[src/logic/encoder_cmd_pkg.sv]
package encoder_cmd_pkg;
    // status codes
    localparam logic [7:0] ST_OK        = 8'h00;
    localparam logic [7:0] ST_INIT_BASE = 8'h01; // 01h..06h, one per init fault
    localparam logic [7:0] ST_WATCHDOG  = 8'h07;
    localparam logic [7:0] ST_PARITY    = 8'h09;
    localparam logic [7:0] ST_CHECKSUM  = 8'h0A;
    localparam logic [7:0] ST_UNKNOWN   = 8'h0B;
    localparam logic [7:0] ST_LENGTH    = 8'h0C;
    localparam logic [7:0] ST_BADARG    = 8'h0D;
    localparam logic [7:0] ST_PROTECTED = 8'h0E;
    localparam logic [7:0] ST_BADCODE   = 8'h0F;
    localparam logic [7:0] ST_FIXSIZE   = 8'h10;
    localparam logic [7:0] ST_ADDRRANGE = 8'h11;
    localparam logic [7:0] ST_NOFIELD   = 8'h12;
    localparam logic [7:0] ST_ANAMON    = 8'h1C;
    localparam logic [7:0] ST_CURRENT   = 8'h1D;
    localparam logic [7:0] ST_TEMP      = 8'h1E;
    localparam logic [7:0] ST_SPEED     = 8'h1F;
    // command bytes
    localparam logic [7:0] CMD_RDPOS  = 8'h42;
    localparam logic [7:0] CMD_SETPOS = 8'h43;
    localparam logic [7:0] CMD_ANALOG = 8'h44;
    localparam logic [7:0] CMD_RDCNT  = 8'h46;
    localparam logic [7:0] CMD_INCCNT = 8'h47;
    localparam logic [7:0] CMD_CLRCNT = 8'h49;
    localparam logic [7:0] CMD_RDDAT  = 8'h4A;
    localparam logic [7:0] CMD_STDAT  = 8'h4B;
    localparam logic [7:0] CMD_FSTAT  = 8'h4C;
    localparam logic [7:0] CMD_CREATE = 8'h4D;
    localparam logic [7:0] CMD_FREE   = 8'h4E;
    localparam logic [7:0] CMD_CHCODE = 8'h4F;
    localparam logic [7:0] CMD_STATUS = 8'h50;
    localparam logic [7:0] CMD_TYPE   = 8'h52;
    localparam logic [7:0] CMD_RESET  = 8'h53;
    localparam logic [7:0] CMD_ADDR   = 8'h55;
    localparam logic [7:0] CMD_SERIAL = 8'h56;
    localparam logic [7:0] CMD_IFCFG  = 8'h57;
    // misc values
    localparam logic [7:0] KEY_RESET   = 8'h55; // protection key after reset
    localparam logic [7:0] CODE_RESET  = 8'h55; // field access code after reset
    localparam logic [7:0] CHAN_TEMP   = 8'h48;
    localparam logic [7:0] CHAN_ANALOG = 8'hF0;
    localparam logic [7:0] ERR_FLAG    = 8'h80; // or-ed into echoed command byte
    localparam logic [7:0] ADDR_RESET  = 8'h40;
    localparam logic [7:0] MODE_RESET  = 8'hE4;
    localparam logic [2:0] LEN_BAD     = 3'd7;  // marks an unknown command

    typedef enum logic [1:0] {BOOT, RECV, SEND} phase_t;

    // argument bytes each command needs; LEN_BAD if unknown
    function automatic logic [2:0] argsNeeded(input logic [7:0] c);
        unique case (c)
            CMD_RDPOS, CMD_RDCNT, CMD_INCCNT, CMD_FREE: return 3'd0;
            CMD_STATUS, CMD_TYPE, CMD_RESET, CMD_SERIAL: return 3'd0;
            CMD_ANALOG, CMD_CLRCNT, CMD_FSTAT, CMD_IFCFG: return 3'd1;
            CMD_SETPOS, CMD_RDDAT, CMD_ADDR: return 3'd2;
            CMD_CREATE, CMD_CHCODE: return 3'd3;
            CMD_STDAT: return 3'd4;
            default: return LEN_BAD;
        endcase
    endfunction
endpackage

[src/logic/encoder_command_status_unit.sv]
// Summary of operation
// status 00h when no fault present
// init faults reported as 01h to 06h
// watchdog reset reported as 07h
// parity 09h, frame checksum 0Ah
// unknown command 0Bh, wrong length 0Ch
// disallowed argument value gives 0Dh
// protected field 0Eh, wrong code 0Fh
// resizing a fixed field gives 10h
// word outside field 11h, missing 12h
// speed too high for position: 1Fh
// monitoring faults 1Ch, 1Dh, 1Eh
// decode position, analog, counter, status, misc commands
// decode data-field commands 4Ah to 4Fh
// key byte checked on 49h and 55h
// protection key resets to 55h
// rejected command changes nothing, code readable
module encoder_command_status_unit
    import encoder_cmd_pkg::*;
#(
    parameter int         NF         = 4,       // number of data fields
    parameter int         WORDS      = 16,      // bytes per data field
    parameter logic [7:0] TYPE_LABEL = 8'hA5,   // arbitrary value
    parameter logic [15:0] SERIAL    = 16'h1234, // arbitrary value
    parameter logic [7:0] VERSION    = 8'h01    // arbitrary value
)(
    input  wire logic        clk,
    input  wire logic        reset,
    input  wire logic        rxValid,
    input  wire logic [7:0]  rxData,
    input  wire logic        rxParityErr,
    input  wire logic        rxEnd,
    input  wire logic        rxCsumErr,
    input  wire logic        txReady,
    output logic             txValid,
    output logic [7:0]       txData,
    output logic             txLast,
    input  wire logic [14:0] rawPos,
    input  wire logic        speedHigh,
    input  wire logic [7:0]  analogLevel,
    input  wire logic [7:0]  temperature,
    input  wire logic [5:0]  initFault,
    input  wire logic        wdReset,
    input  wire logic        analogMonFault,
    input  wire logic        currentFault,
    input  wire logic        tempFault,
    output logic             encResetPulse,
    output logic [7:0]       devAddr,
    output logic [7:0]       ifMode,
    output logic [7:0]       statusCode
);
    localparam int FW = (NF > 1) ? $clog2(NF) : 1;
    localparam int AW = $clog2(WORDS);

    // the free-memory answer is one byte
    if (NF * WORDS > 255 || NF < 2 || WORDS < 2) $error("NF/WORDS out of range");

    phase_t      phase_r;                 // boot, receive, answer
    logic [7:0]  cmd_r;                   // command byte of current frame
    logic [7:0]  arg_r [4];               // argument bytes
    logic [2:0]  argCnt_r;                // saturates at 5 to flag overlong
    logic        parErr_r;                // parity error seen in frame
    logic [14:0] posOffset_r;             // set-position offset
    logic [15:0] counter_r;
    logic [7:0]  key_r;                   // protection key
    logic [7:0]  statusCode_r;
    logic [7:0]  devAddr_r, ifMode_r;
    logic        encReset_r;
    logic [NF-1:0] fieldExist_r;
    logic [7:0]  fieldSize_r [NF];
    logic [7:0]  fieldCode_r [NF];
    logic [7:0]  mem_r [NF][WORDS];       // data field storage
    logic [7:0]  resp_r [4];              // answer bytes
    logic [1:0]  respLast_r, respIdx_r;
    logic        txValid_r, txLast_r;
    logic [7:0]  txData_r;
    logic [2:0]  monPrev_r;               // for edge detection of monitors

    // shared decode
    wire         frameDone = (phase_r == RECV) && rxEnd;
    wire         fieldOk   = arg_r[0] < 8'(NF);
    wire [FW-1:0] fIdx     = fieldOk ? arg_r[0][FW-1:0] : '0;
    wire         fExists   = fieldOk && fieldExist_r[fIdx];
    wire         fFixed    = fIdx == '0;   // field 0: fixed size, write-protected
    wire [AW-1:0] wIdx     = arg_r[1][AW-1:0];
    wire [14:0]  position  = rawPos + posOffset_r;
    wire [14:0]  newOffset = {arg_r[0][6:0], arg_r[1]} - rawPos;
    wire [2:0]   monNow    = {tempFault, currentFault, analogMonFault};
    wire [2:0]   monRise   = monNow & ~monPrev_r;

    // error of a field access; order: missing, range, protection, code
    function automatic logic [7:0] fieldErr(input logic wr, input logic [7:0] code);
        if (!fExists) return ST_NOFIELD;
        if (arg_r[1] >= fieldSize_r[fIdx]) return ST_ADDRRANGE;
        if (wr && fFixed) return ST_PROTECTED;
        if (wr && code != fieldCode_r[fIdx]) return ST_BADCODE;
        return ST_OK;
    endfunction

    // free memory: whole fields not yet created
    logic [7:0] freeBytes;
    always_comb
    begin
        freeBytes = 8'h00;
        for (int i = 0; i < NF; i++)
            if (!fieldExist_r[i]) freeBytes = freeBytes + 8'(WORDS);
    end

    // command execution, evaluated at frame end
    logic [7:0] err, p0, p1, p2;
    logic [1:0] pLast;
    always_comb
    begin
        err = ST_OK;
        p0 = 8'h00;
        p1 = 8'h00;
        p2 = 8'h00;
        pLast = 2'd0;
        if (parErr_r) err = ST_PARITY;
        else if (rxCsumErr) err = ST_CHECKSUM;
        else if (argsNeeded(cmd_r) == LEN_BAD) err = ST_UNKNOWN;
        else if (argCnt_r != argsNeeded(cmd_r)) err = ST_LENGTH;
        else
        begin
            unique case (cmd_r)
                CMD_RDPOS:
                    if (speedHigh) err = ST_SPEED;
                    else
                    begin
                        p0 = {1'b0, position[14:8]};
                        p1 = position[7:0];
                        pLast = 2'd2;
                    end
                CMD_SETPOS:
                    if (arg_r[0][7]) err = ST_BADARG;
                CMD_ANALOG:
                begin
                    pLast = 2'd1;
                    if (arg_r[0] == CHAN_TEMP) p0 = temperature;
                    else if (arg_r[0] == CHAN_ANALOG) p0 = analogLevel;
                    else err = ST_BADARG;
                end
                CMD_RDCNT:
                begin
                    p0 = counter_r[15:8];
                    p1 = counter_r[7:0];
                    pLast = 2'd2;
                end
                CMD_CLRCNT:
                    if (arg_r[0] != key_r) err = ST_BADCODE;
                CMD_ADDR:
                    if (arg_r[1] != key_r) err = ST_BADCODE;
                CMD_RDDAT:
                begin
                    err = fieldErr(1'b0, 8'h00);
                    p0 = mem_r[fIdx][wIdx];
                    pLast = 2'd1;
                end
                CMD_STDAT:
                    err = fieldErr(1'b1, arg_r[2]);
                CMD_FSTAT:
                    if (!fExists) err = ST_NOFIELD;
                    else
                    begin
                        p0 = fieldSize_r[fIdx];
                        p1 = {7'h00, fFixed};
                        pLast = 2'd2;
                    end
                CMD_CREATE:
                    if (!fieldOk) err = ST_NOFIELD;
                    else if (fFixed) err = ST_FIXSIZE;
                    else if (arg_r[1] == 8'h00 || arg_r[1] > 8'(WORDS))
                        err = ST_BADARG;
                CMD_FREE:
                begin
                    p0 = freeBytes;
                    pLast = 2'd1;
                end
                CMD_CHCODE:
                    if (!fExists) err = ST_NOFIELD;
                    else if (arg_r[1] != fieldCode_r[fIdx]) err = ST_BADCODE;
                CMD_STATUS:
                begin
                    p0 = statusCode_r;
                    pLast = 2'd1;
                end
                CMD_TYPE:
                begin
                    p0 = TYPE_LABEL;
                    pLast = 2'd1;
                end
                CMD_SERIAL:
                begin
                    p0 = SERIAL[15:8];
                    p1 = SERIAL[7:0];
                    p2 = VERSION;
                    pLast = 2'd3;
                end
                default: ;  // 47h, 53h and 57h answer with the echo only
            endcase
        end
    end
    wire ok = err == ST_OK;  // every device state change below is gated by this

    // frame collection and answer sequencing
    always_ff @(posedge clk)
    begin
        if (reset)
        begin
            phase_r <= BOOT;
            argCnt_r <= 3'd0;
            parErr_r <= 1'b0;
            cmd_r <= 8'h00;
            txValid_r <= 1'b0;
            txLast_r <= 1'b0;
            txData_r <= 8'h00;
            respIdx_r <= 2'd0;
            respLast_r <= 2'd0;
        end
        else
        begin
            unique case (phase_r)
                BOOT: phase_r <= RECV;
                RECV:
                    if (frameDone)
                    begin
                        // answer: echo (error flag on reject) then payload
                        resp_r[0] <= ok ? p0 : err;
                        resp_r[1] <= p1;
                        resp_r[2] <= p2;
                        respLast_r <= ok ? pLast : 2'd1;
                        txData_r <= ok ? cmd_r : (cmd_r | ERR_FLAG);
                        txLast_r <= ok && pLast == 2'd0;
                        txValid_r <= 1'b1;
                        respIdx_r <= 2'd0;
                        argCnt_r <= 3'd0;
                        parErr_r <= 1'b0;
                        phase_r <= SEND;
                    end
                    else if (rxValid)
                    begin
                        // half duplex: bytes only taken while receiving
                        if (argCnt_r == 3'd0 && cmd_r == 8'h00) cmd_r <= rxData;
                        else if (argCnt_r < 3'd5)
                        begin
                            if (argCnt_r < 3'd4) arg_r[argCnt_r[1:0]] <= rxData;
                            argCnt_r <= argCnt_r + 3'd1;
                        end
                        parErr_r <= parErr_r | rxParityErr;
                    end
                SEND:
                    if (txValid_r && txReady)
                    begin
                        if (txLast_r)
                        begin
                            txValid_r <= 1'b0;
                            txLast_r <= 1'b0;
                            cmd_r <= 8'h00;
                            phase_r <= RECV;
                        end
                        else
                        begin
                            txData_r <= resp_r[respIdx_r];
                            txLast_r <= respIdx_r + 2'd1 == respLast_r;
                            respIdx_r <= respIdx_r + 2'd1;
                        end
                    end
                default: phase_r <= RECV;
            endcase
        end
    end

    // device state changed only by accepted commands
    always_ff @(posedge clk)
    begin
        if (reset)
        begin
            posOffset_r <= 15'h0000;
            counter_r <= 16'h0000;
            key_r <= KEY_RESET;
            devAddr_r <= ADDR_RESET;
            ifMode_r <= MODE_RESET;
            encReset_r <= 1'b0;
            fieldExist_r <= NF'(1);
            for (int i = 0; i < NF; i++)
            begin
                fieldSize_r[i] <= 8'(WORDS);
                fieldCode_r[i] <= CODE_RESET;
            end
        end
        else
        begin
            encReset_r <= frameDone && ok && cmd_r == CMD_RESET;
            if (frameDone && ok)
            begin
                unique case (cmd_r)
                    CMD_SETPOS: posOffset_r <= newOffset;
                    CMD_INCCNT: counter_r <= counter_r + 16'h0001;
                    CMD_CLRCNT: counter_r <= 16'h0000;
                    CMD_ADDR: devAddr_r <= arg_r[0];
                    CMD_IFCFG: ifMode_r <= arg_r[0];
                    CMD_STDAT: mem_r[fIdx][wIdx] <= arg_r[3];
                    CMD_CREATE:
                    begin
                        fieldExist_r[fIdx] <= 1'b1;
                        fieldSize_r[fIdx] <= arg_r[1];
                        fieldCode_r[fIdx] <= arg_r[2];
                    end
                    CMD_CHCODE: fieldCode_r[fIdx] <= arg_r[2];
                    default: ;
                endcase
            end
        end
    end

    // status code: boot result, then last error or monitor event
    always_ff @(posedge clk)
    begin
        if (reset)
        begin
            statusCode_r <= ST_OK;
            monPrev_r <= 3'b000;
        end
        else
        begin
            monPrev_r <= monNow;
            if (phase_r == BOOT)
            begin
                statusCode_r <= ST_OK;
                if (wdReset) statusCode_r <= ST_WATCHDOG;
                for (int i = 5; i >= 0; i--)
                    if (initFault[i]) statusCode_r <= ST_INIT_BASE + 8'(i);
            end
            else if (frameDone && !ok) statusCode_r <= err;
            else if (frameDone && cmd_r == CMD_RESET) statusCode_r <= ST_OK;
            else if (monRise[2]) statusCode_r <= ST_TEMP;
            else if (monRise[1]) statusCode_r <= ST_CURRENT;
            else if (monRise[0]) statusCode_r <= ST_ANAMON;
        end
    end

    assign txValid       = txValid_r;
    assign txData        = txData_r;
    assign txLast        = txLast_r;
    assign encResetPulse = encReset_r;
    assign devAddr       = devAddr_r;
    assign ifMode        = ifMode_r;
    assign statusCode    = statusCode_r;
endmodule

[config.mk]
export PLATFORM = sky130hd
export DESIGN_NAME = encoder_command_status_unit
export DESIGN_NICKNAME = d
export VERILOG_FILES = /design/src/logic/encoder_cmd_pkg.sv /design/src/logic/encoder_command_status_unit.sv
export SDC_FILE = /design/constraint.sdc
export NUM_CORES = 1
export LEC_CHECK = 0
export BUFFER_PORTS_ARGS = -buffer_cell sky130_fd_sc_hd__buf_2
export CORE_MARGIN = 2
export CORE_UTILIZATION = 60
export CTS_BUF_LIST = sky130_fd_sc_hd__clkbuf_8
export DETAILED_ROUTE_END_ITERATION = 10
export MAX_ROUTING_LAYER = met4
export PLACE_DENSITY = 0.77
export SYNTH_ARGS = -nofsm -noshare
export SYNTH_HDL_FRONTEND = slang
export SYNTH_SLANG_ARGS = --single-unit
[constraint.sdc]
create_clock -name clk -period 8.5 [get_ports clk]
set_input_delay 0.425 -clock clk [delete_from_list [all_inputs] [get_ports clk]]
set_output_delay 0.425 -clock clk [all_outputs]
set_load 0.1 [all_outputs]
==> flow_summary.yaml <==
floorplanning:
  dieWidth_microns: 236.7
  io_pins: 92
  die_y_microns: 236.7
  rows: 85
  start_util_pct: 60.48
  die-area_sq_mm: 0.05602
  core_sq_mm: 0.05371
sta:
  hold_viol: 0
  hold_ws_ps: 40.83
  period_share_pct: 77.94
  skew_ps: 42.34
  finalWorstSetupSlack_ps: 1875
  maxSlewHeadroom_pct: 20.50
  slew_violations: 0
  rsz0062_at_grt: "false"
  finalSetupTns_ps: 0
  fin_crit_ps: 6625
  setup_viol: 0
  worst_slew_pin_slew_ps: 1176
  clock.fmax_mhz: 150.9
logic_synthesis:
  syn_area_sq_mm: 0.03248
  synth.avg_cell_area_sq_um: 12.42
  async_flop_share_pct: 0
  synth.distinct_cells: 92
  synthCells: 2615
  yosysWarnings: 0
  ys.flop_type: "edfxtp_1"
  synth_area_leader_cell: "edfxtp_1"
  synth_area_leaders: "edfxtp_1, dfxtp_1, mux2i_1"
  synth_top_area_share_pct: 57.78
  ys_top_cells_by_count: "edfxtp_1, nor2_1, a21oi_1"
  ys_seq_area_share_pct: 63.32
  synth_edf_count: 625
  yosysMostFrequentCell: "edfxtp_1"
  ys_seq_elements: 715
global_route:
  grt_usage_pct: 34.96
  grt_max_degree: 160
  antenna_found_initial: 1
  globalRoute.totalOverflow: 0
  grt_pass1_wl_mm: 142.0
  grt_pass1_vias: 23240
clock_network:
  cts_resized: 0
  cts.sinks: 715
  cts_tree: "done"
  cts_buffer_depth: 3
  cts_setup_buffers: 0
  clkLatencyLatePin_ps: 750
  hold_buffers: 5
  root_buffer: "clkbuf_8"
  numCtsBuffers: 112
  h-tree-depth: 3
  clkSlewWorstSetupHoldPaths_ps: 60
placed_design:
  placed_cell_area_sq_mm: 0.03407
  place_congestion: 0.9973
  dp_cells: 3416
  place_hpwl_mm: 59.94
  portBuffers: 88
  dp_slack_ps: 2018
worst_setup_path:
  worstPathMaxFanout: 29
  start_kind: "register"
  critical_path_class: "register to register"
  critPathArrivalTime_ps: 6970
  cp.required_ps: 8850
  cp-end-kind: "register"
cells_and_area:
  fin_area_sq_mm: 0.03624
  drive_gt1_share_pct: 12.13
  fin_util_pct: 67.47
  layout.cells.non_filler: 3631
  syn_to_final_growth_pct: 11.56
  final_nets: 2942
detailed_routing:
  remaining_drc_errors: 0
  via_per_inst: 6.520
  drt_iter0_drc: 2577
  wl_mm: 95.03
  ant_nets: 0
  first_pass_iters: 7
  vias: 23670
  routedWlPerCell_microns: 26.17
pwr:
  ir_drop_uv: 173.5
  leakage_nw: 12.90
  powerDensity_mw_per_mm2: 191.5
  power.total_mw: 6.939
job:
  cap_viol_max_count: 0
hold_path:
  min_path_type: "input pin to register"
status:
  status: "finished clean"
[registers in the layout, summed over array words and instances, names as in the netlist, 2 cells and up, named ones only]
| register | flops |
|---|---|
| phase_r | 2 |
| fieldCode_r | 32 |
| counter_r | 16 |
| arg_r | 32 |
| txData | 8 |
| respIdx_r | 2 |
| ifMode | 8 |
| fieldExist_r | 4 |
| statusCode | 5 |
| fieldSize_r | 32 |
| posOffset_r | 15 |
| mem_r | 512 |
| cmd_r | 8 |
| argCnt_r | 3 |
| resp_r | 17 |
| monPrev_r | 3 |
| devAddr | 8 |
| respLast_r | 2 |
[layer usage]
layer,up-vias,global-route usage (%),share of wire [%]
met5,-,-,0
met4,0,16.86,5.3
met3,322,6.458,9.7
met2,1491,54.85,47
met1,11470,44.30,38
li1,10390,-,-
[worst max-delay path, stage by stage, from the launching register on]
cell and delay (ps):
edfxtp_1 540, or3_1 580, nor2_4 650, a31oi_1 160, o21ai_0 280, ha_1 290
nand2b_1 130, nand3_1 70, a21oi_1 60, o311ai_0 320, nand2_1 170, and3_1 210
a211oi_1 610, nand3_2 100, buf_4 280, or4_4 780, nor3_1 960
[final timing paths]
kind | start | end | slack [ps] | cells past startpoint
setup / recovery | arg_r[0][6] | mem_r[1][16] | 1870 | 16
hold / removal | initFault[2] | statusCode[1] | 40 | 3
setup reg to reg | arg_r[0][6] | mem_r[1][16] | 1870 | 16
hold reg to reg | posOffset_r[0] | posOffset_r[0] | 460 | 2
[logic make-up (layout without fill, tap and decap cells)]
kind of cell,Yosys count,in the layout,synth area share [%]
buffers and inverters,237,410,2.950
AOI/OAI and AO/OA,636,636,13.15
adders and majority gates,46,46,1.818
DFF,715,715,63.32
xor gates and xnor gates,53,53,1.429
muxes,190,190,6.082
and+or+nand+nor,736,736,11.22
other,2,149,0.02312
[cell type report]
cell class / instances / area, sq um
Antenna cell: 1 / 2.502
Multi-Input combinational cell: 1809 / 11570
Sequential cell: 715 / 20570
Clock inverter: 90 / 470.5
Timing Repair Buffer: 143 / 903.4
Tap cell: 696 / 870.8
Fill cell: 3894 / 17470
Inverter: 58 / 217.7
Clock buffer: 119 / 1638
[report_power, final]
group          internal, mW  switching, mW
logic                 0.105          0.247
clock network          1.37           1.37
registers              3.82         0.0313
total                  5.29           1.65
[placed cells by master (no fill, tap or decap), drive strengths merged, types with 22 or more instances in the layout]
cell / instances
a21oi: 197
nand2b: 31
a211oi: 25
nand3: 77
mux2: 29
inv: 97
a22oi: 32
clkinv: 48
buf: 138
mux2i: 158
nand2: 99
conb: 148
a31oi: 37
a221oi: 23
edfxtp: 625
and2: 22
nor2b: 33
ha: 44
clkbuf: 119
and3: 29
xnor2: 26
nor3: 62
nor4: 23
o21ai: 65
nor2: 283
o221ai: 73
dfxtp: 90
o22ai: 58
xor2: 27
Note: power is estimated with default switching activity, not from simulation.
